<file path="config.mk">
export PLATFORM = sky130hd
export DESIGN_NAME = pbcd_top
export DESIGN_NICKNAME = d
export VERILOG_FILES = /design/src/core/pbcd_pkg.sv /design/src/core/pbcd_divider.sv /design/src/core/pbcd_top.sv
export SDC_FILE = /design/constraint.sdc
export NUM_CORES = 1
export LEC_CHECK = 0
export BUFFER_PORTS_ARGS = -buffer_cell sky130_fd_sc_hd__buf_2
export CAP_MARGIN = 20
export CORE_MARGIN = 2
export CORE_UTILIZATION = 45
export CTS_CLUSTER_DIAMETER = 60
export CTS_CLUSTER_SIZE = 40
export DETAILED_ROUTE_END_ITERATION = 6
export PLACE_DENSITY = 0.65
export REMOVE_ABC_BUFFERS = 1
export SLEW_MARGIN = 10
export SYNTH_ARGS = -nofsm -noshare
export SYNTH_HDL_FRONTEND = slang
export SYNTH_SLANG_ARGS = --single-unit
</file>
<file path="constraint.sdc">
create_clock -name sys_clk -period 2.06 [get_ports sys_clk]
set_clock_uncertainty 0.1 [all_clocks]
set_input_delay 0.309 -clock sys_clk [delete_from_list [all_inputs] [get_ports sys_clk]]
set_output_delay 0.309 -clock sys_clk [all_outputs]
set_load 0.01 [all_outputs]
</file>
<file path="src/core/pbcd_pkg.sv">
// constants, bus carriers and state records of the bus clock divider
package pbcd_pkg;
   localparam int N_BUS = 8;            // bus clock instances
   localparam int DIV_W = 7;            // divisor field width
   localparam int ADDR_W = 8;           // register byte address width
   localparam int BUS_ONE_IDX = 0;      // bus 1, never switched off
   localparam int FAST_BUS_IDX = 6;     // bus 7, full speed after reset
   // register map, one aligned word each
   localparam logic [ADDR_W-1:0] CTRL_BASE = 8'h00;  // bus x at 4*(x-1)
   localparam logic [ADDR_W-1:0] UNLOCK_OFS = 8'h20; // unlock key word
   // field layout of the divisor control word
   localparam int ON_BIT = 15;
   localparam int RDY_BIT = 11;
   localparam int DIV_LSB = 0;
   localparam int UNLOCK_BIT = 0;       // unlocked flag in the key word
   // reset values
   localparam logic ON_RESET = 1'b1;
   localparam logic [DIV_W-1:0] DIV_RESET = 7'h01;      // divide by two
   localparam logic [DIV_W-1:0] DIV_RESET_FAST = 7'h00; // divide by one
   // key pair for the unlock sequence, values arbitrary
   localparam logic [31:0] UNLOCK_KEY1 = 32'h5a5a0001;
   localparam logic [31:0] UNLOCK_KEY2 = 32'ha5a50002;
   // axi response codes
   localparam logic [1:0] RESP_OKAY = 2'h0;
   localparam logic [1:0] RESP_SLVERR = 2'h2;

   // master to slave side of axi4-lite
   typedef struct packed {
      logic awvalid;
      logic [ADDR_W-1:0] awaddr;
      logic wvalid;
      logic [31:0] wdata;
      logic [3:0] wstrb;
      logic bready;
      logic arvalid;
      logic [ADDR_W-1:0] araddr;
      logic rready;
   } pbcd_axi_req_s;

   // slave to master side of axi4-lite
   typedef struct packed {
      logic awready;
      logic wready;
      logic bvalid;
      logic [1:0] bresp;
      logic arready;
      logic rvalid;
      logic [31:0] rdata;
      logic [1:0] rresp;
   } pbcd_axi_rsp_s;

   // one divider channel
   typedef struct packed {
      logic [DIV_W-1:0] cnt;
      logic [DIV_W-1:0] cur;
      logic [DIV_W-1:0] pend;
      logic busy;
      logic ready;
      logic tick;
   } pbcd_div_s;

   // register file and bus slave
   typedef struct packed {
      logic awready;
      logic wready;
      logic arready;
      logic awHave;
      logic wHave;
      logic [ADDR_W-1:0] awAddr;
      logic [31:0] wData;
      logic [3:0] wStrb;
      logic bvalid;
      logic [1:0] bresp;
      logic rvalid;
      logic [31:0] rdata;
      logic [1:0] rresp;
      logic keyStage;
      logic unlocked;
      logic [N_BUS-1:0] busOn;
      logic [N_BUS-1:0] divLoad;
      logic [DIV_W-1:0] divVal;
   } pbcd_top_s;
endpackage

</file>
<file path="src/core/pbcd_divider.sv">
// one bus clock divider channel with hitless ratio change
`timescale 1ns/1ps
module pbcd_divider #(
   parameter int DIV_W = pbcd_pkg::DIV_W,
   parameter logic [pbcd_pkg::DIV_W-1:0] RESET_DIV = pbcd_pkg::DIV_RESET
) (
   input logic sys_clk,
   input logic reset,
   input logic enable,
   input logic loadDiv,
   input logic [pbcd_pkg::DIV_W-1:0] newDiv,
   output logic busClk,
   output logic divReady,
   output logic [pbcd_pkg::DIV_W-1:0] curDiv
);
   // the state record is fixed by the package width
   if (DIV_W != pbcd_pkg::DIV_W)
   begin : g_chk
      $error("divider width must match the package");
   end

   localparam pbcd_pkg::pbcd_div_s RESET_STATE = '{cnt: '0,
      cur: RESET_DIV, pend: RESET_DIV, busy: 1'b0, ready: 1'b1,
      tick: 1'b0};

   pbcd_pkg::pbcd_div_s state_q;  // registered channel state
   pbcd_pkg::pbcd_div_s state_d;  // next channel state

   // next state: count, tick, and switch at a period boundary, or at once while disabled
   always_comb
   begin
      state_d = state_q;
      state_d.tick = 1'b0;
      // change request ignored while busy
      // a request while switching is dropped, the old one stands
      if (loadDiv && !state_q.busy)
      begin
         state_d.pend = newDiv;
         state_d.busy = 1'b1;
      end
      if (!enable)
      begin
         state_d.cnt = '0;
         // nothing runs, so the new ratio may take effect at once
         if (state_q.busy)
         begin
            state_d.cur = state_q.pend;
            state_d.busy = 1'b0;
         end
      end
      else if (state_q.cnt == state_q.cur)
      begin
         state_d.cnt = '0;
         state_d.tick = 1'b1;
         // switch at wrap
         // swapping here keeps every period whole, old or new
         if (state_q.busy)
         begin
            state_d.cur = state_q.pend;
            state_d.busy = 1'b0;
         end
      end
      else
      begin
         state_d.cnt = state_q.cnt + 7'h01;
      end
      state_d.ready = !state_d.busy;
   end

   // state register
   always_ff @(posedge sys_clk)
   begin
      if (reset)
      begin
         state_q <= RESET_STATE;
      end
      else
      begin
         state_q <= state_d;
      end
   end

   assign busClk = state_q.tick;
   assign divReady = state_q.ready;
   assign curDiv = state_q.cur;

   // helper: cycles since the last tick, and the period then in force
   logic [7:0] gap_q;
   logic [DIV_W-1:0] perAt_q;
   logic seen_q;
   always_ff @(posedge sys_clk)
   begin
      if (reset || !enable)
      begin
         seen_q <= 1'b0;
         gap_q <= 8'h00;
         perAt_q <= '0;
      end
      else if (state_q.tick)
      begin
         seen_q <= 1'b1;
         gap_q <= 8'h00;
         perAt_q <= state_q.cur;
      end
      else
      begin
         gap_q <= gap_q + 8'h01;
      end
   end
endmodule

</file>
<file path="src/core/pbcd_top.sv">
// eight bus clock dividers behind an axi4-lite register file
// Summary of operation
// - bus clock runs only while enabled
// - ready flag reads one when not switching
// - while switching, ready zero, divisor writes ignored
// - bus clock is system clock over field+1
// - reset divisor two, bus seven divides by one
// - bus one clock can never be disabled
// - control writes accepted only after unlock sequence
// - eight independent divisor registers and dividers
//
// Added by the designer: the register addresses and register access over AXI4-Lite.
`timescale 1ns/1ps
module pbcd_top #(
   parameter int N_BUS = pbcd_pkg::N_BUS
) (
   input logic sys_clk,
   input logic reset,
   input pbcd_pkg::pbcd_axi_req_s axiReq,
   output pbcd_pkg::pbcd_axi_rsp_s axiRsp,
   output logic [pbcd_pkg::N_BUS-1:0] periphBusClockOut
);
   // the register map and the state record are sized for eight buses
   if (N_BUS != pbcd_pkg::N_BUS)
   begin : g_chk
      $error("bus count must match the register map");
   end

   localparam pbcd_pkg::pbcd_top_s RESET_STATE = '{awready: 1'b1,
      wready: 1'b1, arready: 1'b1, awHave: 1'b0, wHave: 1'b0,
      awAddr: '0, wData: '0, wStrb: '0, bvalid: 1'b0,
      bresp: pbcd_pkg::RESP_OKAY, rvalid: 1'b0, rdata: '0,
      rresp: pbcd_pkg::RESP_OKAY, keyStage: 1'b0, unlocked: 1'b0,
      busOn: {pbcd_pkg::N_BUS{pbcd_pkg::ON_RESET}}, divLoad: '0,
      divVal: '0};

   pbcd_pkg::pbcd_top_s state_q;  // registered slave state
   pbcd_pkg::pbcd_top_s state_d;  // next slave state

   logic [pbcd_pkg::N_BUS-1:0] chanReady;       // per channel ready
   logic [pbcd_pkg::DIV_W-1:0] chanDiv [pbcd_pkg::N_BUS];  // ratio

   // write decode, taken from the held address
   logic wrFire;
   logic wCtrl;
   logic wUnl;
   logic [2:0] wIdx;
   assign wrFire = state_q.awHave && state_q.wHave && !state_q.bvalid;
   assign wCtrl = (state_q.awAddr[7:5] == 3'h0) &&
      (state_q.awAddr[1:0] == 2'h0);
   assign wUnl = (state_q.awAddr == pbcd_pkg::UNLOCK_OFS);
   assign wIdx = state_q.awAddr[4:2];

   // read decode, taken straight from the request
   logic rdFire;
   logic rCtrl;
   logic rUnl;
   logic [2:0] rIdx;
   assign rdFire = axiReq.arvalid && state_q.arready;
   assign rCtrl = (axiReq.araddr[7:5] == 3'h0) &&
      (axiReq.araddr[1:0] == 2'h0);
   assign rUnl = (axiReq.araddr == pbcd_pkg::UNLOCK_OFS);
   assign rIdx = axiReq.araddr[4:2];

   // next state: bus handshakes, register writes, read data
   always_comb
   begin
      state_d = state_q;
      state_d.divLoad = '0;
      // address and data are caught independently, in either order
      if (axiReq.awvalid && state_q.awready)
      begin
         state_d.awAddr = axiReq.awaddr;
         state_d.awHave = 1'b1;
      end
      if (axiReq.wvalid && state_q.wready)
      begin
         state_d.wData = axiReq.wdata;
         state_d.wStrb = axiReq.wstrb;
         state_d.wHave = 1'b1;
      end
      // response taken by the master
      if (state_q.bvalid && axiReq.bready)
      begin
         state_d.bvalid = 1'b0;
      end
      // both halves present: perform the write
      if (wrFire)
      begin
         state_d.awHave = 1'b0;
         state_d.wHave = 1'b0;
         state_d.bvalid = 1'b1;
         state_d.bresp = pbcd_pkg::RESP_OKAY;
         if (wCtrl)
         begin
            // locked writes dropped
            // a locked write still answers okay, it just has no effect
            if (state_q.unlocked)
            begin
               if (state_q.wStrb[pbcd_pkg::ON_BIT/8])
               begin
                  state_d.busOn[wIdx] = state_q.wData[pbcd_pkg::ON_BIT] ||
                     (wIdx == 3'(pbcd_pkg::BUS_ONE_IDX));
               end
               // blocked while switching
               // a load still in flight counts as switching already
               if (state_q.wStrb[0] && chanReady[wIdx] &&
                  !state_q.divLoad[wIdx])
               begin
                  state_d.divLoad[wIdx] = 1'b1;
                  state_d.divVal = state_q.wData[pbcd_pkg::DIV_LSB +:
                     pbcd_pkg::DIV_W];
               end
            end
         end
         else if (wUnl)
         begin
            // unlock sequence
            // first key arms, second key right after it unlocks,
            // anything else locks again
            if (state_q.wData == pbcd_pkg::UNLOCK_KEY1)
            begin
               state_d.keyStage = 1'b1;
            end
            else if (state_q.keyStage &&
               state_q.wData == pbcd_pkg::UNLOCK_KEY2)
            begin
               state_d.keyStage = 1'b0;
               state_d.unlocked = 1'b1;
            end
            else
            begin
               state_d.keyStage = 1'b0;
               state_d.unlocked = 1'b0;
            end
         end
         else
         begin
            // unmapped or unaligned address
            state_d.bresp = pbcd_pkg::RESP_SLVERR;
         end
      end
      // read data taken by the master
      if (state_q.rvalid && axiReq.rready)
      begin
         state_d.rvalid = 1'b0;
      end
      // read: reserved bits return zero
      if (rdFire)
      begin
         state_d.rvalid = 1'b1;
         state_d.rdata = '0;
         state_d.rresp = pbcd_pkg::RESP_OKAY;
         if (rCtrl)
         begin
            state_d.rdata[pbcd_pkg::ON_BIT] = state_q.busOn[rIdx];
            state_d.rdata[pbcd_pkg::RDY_BIT] = chanReady[rIdx] &&
               !state_q.divLoad[rIdx];
            state_d.rdata[pbcd_pkg::DIV_LSB +: pbcd_pkg::DIV_W] =
               chanDiv[rIdx];
         end
         else if (rUnl)
         begin
            state_d.rdata[pbcd_pkg::UNLOCK_BIT] = state_q.unlocked;
         end
         else
         begin
            state_d.rresp = pbcd_pkg::RESP_SLVERR;
         end
      end
      // readies kept registered; one transfer of each kind at a time
      state_d.awready = !state_d.awHave && !state_d.bvalid;
      state_d.wready = !state_d.wHave && !state_d.bvalid;
      state_d.arready = !state_d.rvalid;
   end

   // state register
   always_ff @(posedge sys_clk)
   begin
      if (reset)
      begin
         state_q <= RESET_STATE;
      end
      else
      begin
         state_q <= state_d;
      end
   end

   assign axiRsp = '{awready: state_q.awready, wready: state_q.wready,
      bvalid: state_q.bvalid, bresp: state_q.bresp,
      arready: state_q.arready, rvalid: state_q.rvalid,
      rdata: state_q.rdata, rresp: state_q.rresp};

   for (genvar i = 0; i < pbcd_pkg::N_BUS; i++)
   begin : g_bus
      pbcd_divider #(
         .DIV_W(pbcd_pkg::DIV_W),
         .RESET_DIV((i == pbcd_pkg::FAST_BUS_IDX) ?
            pbcd_pkg::DIV_RESET_FAST : pbcd_pkg::DIV_RESET)
      ) u_div (
         .sys_clk(sys_clk),
         .reset(reset),
         .enable(state_q.busOn[i]),
         .loadDiv(state_q.divLoad[i]),
         .newDiv(state_q.divVal),
         .busClk(periphBusClockOut[i]),
         .divReady(chanReady[i]),
         .curDiv(chanDiv[i])
      );
   end
endmodule

</file>
==> impl_metrics.csv, run 1 <==
group,metric,value,unit
placed_design,placement.cell_area,12800,µm²
synthesis,syn_area_per_cell,9.42,µm²
critical_path,cp_cell_sequence,"xor2_1, nor4_1, nand4_1, a21boi_0, buf_4, mux2i_1",
clock_tree,cts_root_buffer,"sky130_fd_sc_hd__clkbuf_16",
clock_tree,cts-root-to-sink-buffers,3,
finish,most-common-layout-cells,"sky130_fd_sc_hd__dfxtp_1 (274), sky130_fd_sc_hd__nor2_1 (152), sky130_fd_sc_hd__nand2b_1 (127), sky130_fd_sc_hd__mux2i_1 (121), sky130_fd_sc_hd__nand2_1 (110)",
placed_design,routability_congestion_estimate,0.810,
timing,finalHoldViolations,0,
detailed_routing,totalWireLength,26900,µm
grt,grt_antenna_before_repair,0,
finish,finish.net_count,1463,
finish,area_growth_syn_to_layout,16.6,%
clock_tree,cts_max_level,1,
synthesis,postSynth.asyncResetShare,0,%
finish,antenna_cells_inserted,0,
critical_path,timing.critical_path.arrival,2.27,ns
detailed_routing,vias_per_cell,5.05,
clock_tree,tritoncts.num_buffers,24,
timing,timing.slew.headroom,54.1,%
detailed_routing,drt_first_iter_violations,523,
die,io-pin-count,108,
worst_hold_path,holdCritPathClass,"in -> reg",
synthesis,synth-warning-count,0,
detailed_routing,via_count,8865,
grt,number_of_global_route_vias_before_repair,8495,
timing,final-max-slew-violation-count,0,
clock_tree,postCtsSetupRepairBufs,0,
synthesis,distinct_cell_type_count_after_synthesis,55,
grt,grt_remaining_overflow,0,
grt,grtUsageTotal,19.0,%
power_and_ir_drop,power.density_cell_area,814,nW/µm²
power_and_ir_drop,switching_share,25.9,%
finish,num-fill-cells,2399,
critical_path,setup.worst_path.start_class,"flip-flop",
power_and_ir_drop,power.share.clock,43.8,%
critical_path,crit_type,"reg -> reg",
die,die_height,168,µm
synthesis,post_synthesis_sequential_area_ratio,45.5,%
synthesis,number_of_enable_flip_flop_cells_after_synthesis,0,
critical_path,cp-end-kind,"flip-flop",
placed_design,pre_cts_ws,0.0516,ns
synthesis,syn_inst,1292,
placed_design,buffer_ports.inserted,80,
timing,worst_slew_pin_slew,0.688,ns
die,dieArea,28400,µm²
die,initial_utilization,45.6,%
outcome,outcome,"finished clean",
timing,rsz0062_at_grt,"false",
power_and_ir_drop,combPwrFrac,7.5,%
power_and_ir_drop,cellInternalPower,8.57,mW
finish,final_layout_size_suffix_gt1_share,14.5,%
synthesis,syn-cell-area,12200,µm²
detailed_routing,firstDrtPassIters,5,
finish,final_common_cell,"sky130_fd_sc_hd__dfxtp_1",
power_and_ir_drop,sequentialPowerShare,48.7,%
timing,setup_viol,0,
critical_path,critical_path_required,2.41,ns
grt,grt_start_max_net_pins,61,
grt,grt_first_pass_wirelength,43800,µm
die,chipWidth,168,µm
critical_path,critical-path-max-stage-delay,0.37,ns
clock_tree,worstSkewPairLatency,0.53,ns
die,core.rowCount,60,
finish,finish.instance_area,14200,µm²
detailed_routing,drt.antenna.violating_nets,0,
detailed_routing,post-route-drc-count,0,
critical_path,timing.critical_path.fanout_max,5,
timing,maxClockFrequency,519,MHz
flow_run,cap_violations,0,
clock_tree,cts_num_sinks,277,
critical_path,slowest_stage,"sky130_fd_sc_hd__dfxtp_1",
die,core-area,26700,µm²
power_and_ir_drop,power_switching,2.99,mW
clock_tree,cts.clk_slew.worst_paths,0.09,ns
timing,finalCriticalPeriod,1.93,ns
power_and_ir_drop,post-layout-total-power,11.6,mW
synthesis,register_bit_total_from_synthesis,277,
detailed_routing,route.detailed.wl_per_inst,15.3,µm
clock_tree,cts_tree,"yes",
placed_design,hpwlAfterDp,18700,µm
timing,final.setup.worst_slack,0.133,ns
power_and_ir_drop,vdd_drop_max,0.603,mV
synthesis,synth-main-ff-cell,"sky130_fd_sc_hd__dfxtp_1",
power_and_ir_drop,leakage,5.53,nW
timing,hold_slack_final,0.0365,ns
timing,final.period_utilization,93.5,%
## synthesized netlist by cell type (4+ instances only)
library cell / count / area share, %
sky130_fd_sc_hd__nor3_1: 19 / 0.78
sky130_fd_sc_hd__nor3b_1: 8 / 0.49
sky130_fd_sc_hd__buf_1: 9 / 0.28
sky130_fd_sc_hd__nand2_1: 110 / 3.4
sky130_fd_sc_hd__dfxtp_1: 277 / 46
sky130_fd_sc_hd__buf_2: 12 / 0.49
sky130_fd_sc_hd__xnor2_1: 46 / 3.3
sky130_fd_sc_hd__a211o_1: 6 / 0.43
sky130_fd_sc_hd__xor2_1: 50 / 3.6
sky130_fd_sc_hd__clkbuf_1: 48 / 1.5
sky130_fd_sc_hd__inv_1: 14 / 0.43
sky130_fd_sc_hd__a21boi_0: 8 / 0.49
sky130_fd_sc_hd__buf_6: 4 / 0.37
sky130_fd_sc_hd__ha_1: 8 / 0.82
sky130_fd_sc_hd__a211oi_1: 4 / 0.25
sky130_fd_sc_hd__nand3b_1: 10 / 0.62
sky130_fd_sc_hd__nor4_1: 16 / 0.82
sky130_fd_sc_hd__mux4_2: 16 / 3.0
sky130_fd_sc_hd__nor2b_1: 10 / 0.51
sky130_fd_sc_hd__and3_1: 13 / 0.67
sky130_fd_sc_hd__buf_4: 50 / 3.1
sky130_fd_sc_hd__nor2_1: 152 / 4.7
sky130_fd_sc_hd__nand3_1: 28 / 1.2
sky130_fd_sc_hd__o21ai_0: 7 / 0.29
sky130_fd_sc_hd__a21oi_1: 55 / 2.3
sky130_fd_sc_hd__mux2i_1: 121 / 9.9
sky130_fd_sc_hd__nand2b_1: 127 / 6.5
sky130_fd_sc_hd__or3_1: 9 / 0.46
sky130_fd_sc_hd__nand4_1: 13 / 0.67
## worst max-delay path, delay by kind of cell (launching register included)
family	cells	cell delay, ns
and+or+nand+nor	2	0.51
DFF	1	0.37
AOI/OAI and AO/OA	1	0.29
buffers and inverters	1	0.21
muxes	1	0.19
xor gates and xnor gates	1	0.17
## timing repair
item / CTS / global route
endpoints found under the setup margin: 1 / 22
pin swaps: 0 / 1
endpoints found under the hold margin: 46 / 0
resized for setup: 1 / 6
hold buffers: 46 / 0
## sequential cells by signal, indices dropped and copies added, names as in the netlist
name,count
axiRsp,16
g_bus.u_div.state_q,120
g_bus.u_div.curDiv,56
g_bus.u_div.divReady,8
g_bus.u_div.busClk,8
state_q,69
## per-layer routing
metal | track usage (%) | part of all wire [%] | vias up
met5 | 0 | 0 | -
met1 | 27.0 | 49 | 4175
met2 | 31.2 | 45 | 190
li1 | - | - | 4484
met4 | 3.34 | 0.87 | 0
met3 | 2.88 | 5.2 | 16
## through the flow
stage               instances  setup TNS, ns  utilization, %
floorplan                1193          -9.91               -
CTS                      1755              0            53.1
detailed placement       1665              0            47.9
global route             1755              0            53.1
global placement         1665              0            47.9
finish                   1755              0            53.1
## worst paths after layout
path | startpoint | to | slack [ns] | cells after the start
setup reg to reg | g_bus[2].u_div.curDiv[0] | g_bus[2].u_div.curDiv[5] | 0.13 | 6
hold / removal | axiReq[56] | state_q[99] | 0.04 | 3
setup / recovery | g_bus[2].u_div.curDiv[0] | g_bus[2].u_div.curDiv[5] | 0.13 | 6
hold reg to reg | state_q[74] | state_q[74] | 0.36 | 2
## power by group through the flow
stage               sequential [mW]  combinational, mW  clock (mW)
floorplan                      5.74              0.443           0
global placement               5.75              0.781           0
detailed placement             5.75              0.796           0
CTS                            5.63              0.865        5.18
global route                   5.65              0.978        5.41
finish                         5.63              0.873        5.06
## logic make-up (layout without fill, tap and decap cells)
kind of cell	Yosys count	in the layout	share of synthesized area [%]
other	1	25	0.0308
xor gates and xnor gates	96	96	6.91
DFF	277	277	45.5
AOI/OAI and AO/OA	104	104	5.52
adders and majority gates	8	8	0.822
buffers and inverters	137	235	6.13
and+or+nand+nor	529	529	21.9
muxes	140	140	13.2
## layout make-up
class / count / area (µm²) / share of cell area, %
multi-input combinational: 902 / 5990 / 42.2
sequential: 277 / 5550 / 39.1
timing repair buffer: 177 / 1270 / 8.98
clock buffer: 25 / 626 / 4.40
tap: 341 / 427 / 3.00
clock inverter: 19 / 287 / 2.02
inverter: 14 / 52.6 / 0.370
(Power assumes the default switching activity.)
==> run 2: changes to the inputs <==
Settings changed: BUFFER_PORTS_ARGS -buffer_cell sky130_fd_sc_hd__buf_2 to unset, CORE_ASPECT_RATIO set to 1.75, DONT_BUFFER_PORTS set to 1, PLACE_DENSITY 0.65 to unset.
==> run 2 against run 1 <==
Against the previous run:
- core utilization rose by 3.0 points
- clock power fell by 24%
- die area rose by 0.19%
- global-route usage rose by 1.9 points
- routed wire length rose by 9.3%
- non-clock buffer count rose by 58
- the run now ends with negative hold slack left
- register-to-register slack got worse by 0.04 ns
- cell area rose by 5.2%
- first-iteration DRC count fell by 30%
- sequential cell count did not move
==> impl_metrics.csv, run 2 (same netlist as run 1, synthesis figures left out) <==
group,metric,value,unit
clock_tree,cts_tree,"yes",
critical_path,cp-end-kind,"flip-flop",
placed_design,hpwlAfterDp,18300,µm
critical_path,critical_path_required,2.41,ns
power_and_ir_drop,post-layout-total-power,10.3,mW
placed_design,routability_congestion_estimate,0.780,
die,die_height,222,µm
die,core.rowCount,79,
power_and_ir_drop,power.density_cell_area,690,nW/µm²
detailed_routing,drt.antenna.violating_nets,0,
timing,finalHoldViolations,1,
outcome,outcome,"complete, but fails checks",
critical_path,timing.critical_path.fanout_max,2,
placed_design,dp_cells,1548,
finish,final_layout_size_suffix_gt1_share,6.95,%
critical_path,crit_type,"reg -> reg",
die,core-area,26600,µm²
grt,grt_antenna_before_repair,1,
grt,grt_start_max_net_pins,163,
detailed_routing,post-route-drc-count,0,
timing,final.period_utilization,95.4,%
finish,area_growth_syn_to_layout,22.7,%
grt,grt_first_pass_wirelength,47900,µm
grt,number_of_global_route_vias_before_repair,9347,
detailed_routing,vias_per_cell,5.15,
power_and_ir_drop,vdd_drop_max,0.894,mV
grt,grtUsageTotal,20.9,%
detailed_routing,wl_met3,1090,µm
timing,finalCriticalPeriod,1.96,ns
power_and_ir_drop,leakage,5.74,nW
clock_tree,cts_max_level,1,
finish,post_layout_nonfiller_instances,1778,
die,chipWidth,128,µm
clock_tree,cts-root-to-sink-buffers,3,
detailed_routing,totalWireLength,29400,µm
detailed_routing,route.detailed.wl_per_inst,16.5,µm
critical_path,setup.worst_path.start_class,"flip-flop",
grt,grt_remaining_overflow,0,
timing,setup-tns-final,0,ns
finish,antenna_cells_inserted,0,
timing,final-max-slew-violation-count,0,
worst_hold_path,holdCritPathClass,"in -> reg",
clock_tree,cts_num_sinks,277,
finish,finalCoreUtilization,56.2,%
detailed_routing,wl_met1,11700,µm
clock_tree,cts_root_buffer,"sky130_fd_sc_hd__clkbuf_16",
timing,timing.slew.headroom,55.3,%
timing,maxClockFrequency,509,MHz
flow_run,cap_violations,0,
finish,most-common-layout-cells,"sky130_fd_sc_hd__dfxtp_1 (272), sky130_fd_sc_hd__dlygate4sd3_1 (200), sky130_fd_sc_hd__nor2_1 (152), sky130_fd_sc_hd__nand2b_1 (127), sky130_fd_sc_hd__mux2i_1 (121)",
finish,finish.net_count,1512,
detailed_routing,met2_wirelength,15800,µm
clock_tree,tritoncts.num_buffers,15,
timing,setup_viol,0,
die,io-pin-count,108,
die,initial_utilization,45.8,%
timing,worst_slew_pin_slew,0.669,ns
finish,largest_reg_flops,120,
timing,hold_slack_final,-0.00829,ns
clock_tree,worstSkewPairLatency,0.55,ns
outcome,violations,"negative hold slack",
finish,max_flop_register,"g_bus.u_div.state_q",
detailed_routing,firstDrtPassIters,4,
detailed_routing,via_count,9164,
placed_design,buffer_ports.inserted,0,
detailed_routing,highest-signal-layer,"met4",
clock_tree,cts.clk_slew.worst_paths,0.14,ns
critical_path,timing.critical_path.arrival,2.32,ns
finish,final_common_cell,"sky130_fd_sc_hd__dfxtp_1",
detailed_routing,drt_first_iter_violations,365,
die,dieArea,28400,µm²
## run 2: changes by cell type in the layout (fill, tap and decap cells not counted), sizes merged
cell / delta
bufinv: -2
buf: -96
clkbuf: -10
inv: -6
dlygate4sd3: +154
## run 2: path summary, 6_finish.rpt
check | start | end | slack (ns) | depth (start not counted)
worst min-delay path | axiReq[9] | axiRsp[2] | -0.008 | 3
worst max register to register | g_bus[5].u_div.curDiv[6] | axiRsp[8] | 0.1 | 5
worst min register to register | g_bus[3].u_div.state_q[4] | g_bus[3].u_div.curDiv[1] | 0.33 | 2
worst max-delay path | g_bus[5].u_div.curDiv[6] | axiRsp[8] | 0.1 | 5
## run 2: final cells by class
| type | instances | area, µm² |
|---|---|---|
| multi-input cells | 902 | 6030 |
| clock buffers | 15 | 375 |
| flip-flops and latches | 277 | 5560 |
| clock inverters | 11 | 235 |
| well taps | 324 | 405 |
| repair buffers | 235 | 2290 |
| inverters | 14 | 52.6 |
| fillers | 2358 | 11600 |
## run 2: timing repair
action / in CTS / in global routing
resized for setup: 2 / 19
buffers inserted: 0 / 3
hold buffers: 201 / 1
pin swaps: 0 / 8
hold endpoints to repair: 221 / 1
setup endpoints to repair: 5 / 48
## run 2: critical path: stages (launching register included)
cell                            delay, ns
sky130_fd_sc_hd__dfxtp_1             0.33
sky130_fd_sc_hd__buf_4               0.14
sky130_fd_sc_hd__mux4_2              0.50
sky130_fd_sc_hd__mux2i_1             0.20
sky130_fd_sc_hd__o21ai_0             0.08
sky130_fd_sc_hd__dlygate4sd3_1       0.55
## run 2: layer usage
| layer | up-vias | GRT usage [%] |
|---|---|---|
| met4 | 0 | 6.74 |
| met2 | 173 | 39.0 |
| met3 | 39 | 2.08 |
| met5 | - | 0 |
| met1 | 4398 | 24.6 |
| li1 | 4554 | - |
## run 2: power breakdown
part           internal [mW]  switching [mW]
clock                   1.58            2.27
combinational          0.414           0.389
sequential              5.50           0.154
## run 2: stage by stage
step | setup slack (ns) | cell area [µm²]
after floorplan | -0.156 | 11600
after global placement | 0.0829 | 12200
after detailed placement | 0.0270 | 12200
after CTS | 0.00539 | 14900
after global routing | -0.0132 | 14900
final | 0.0956 | 14900
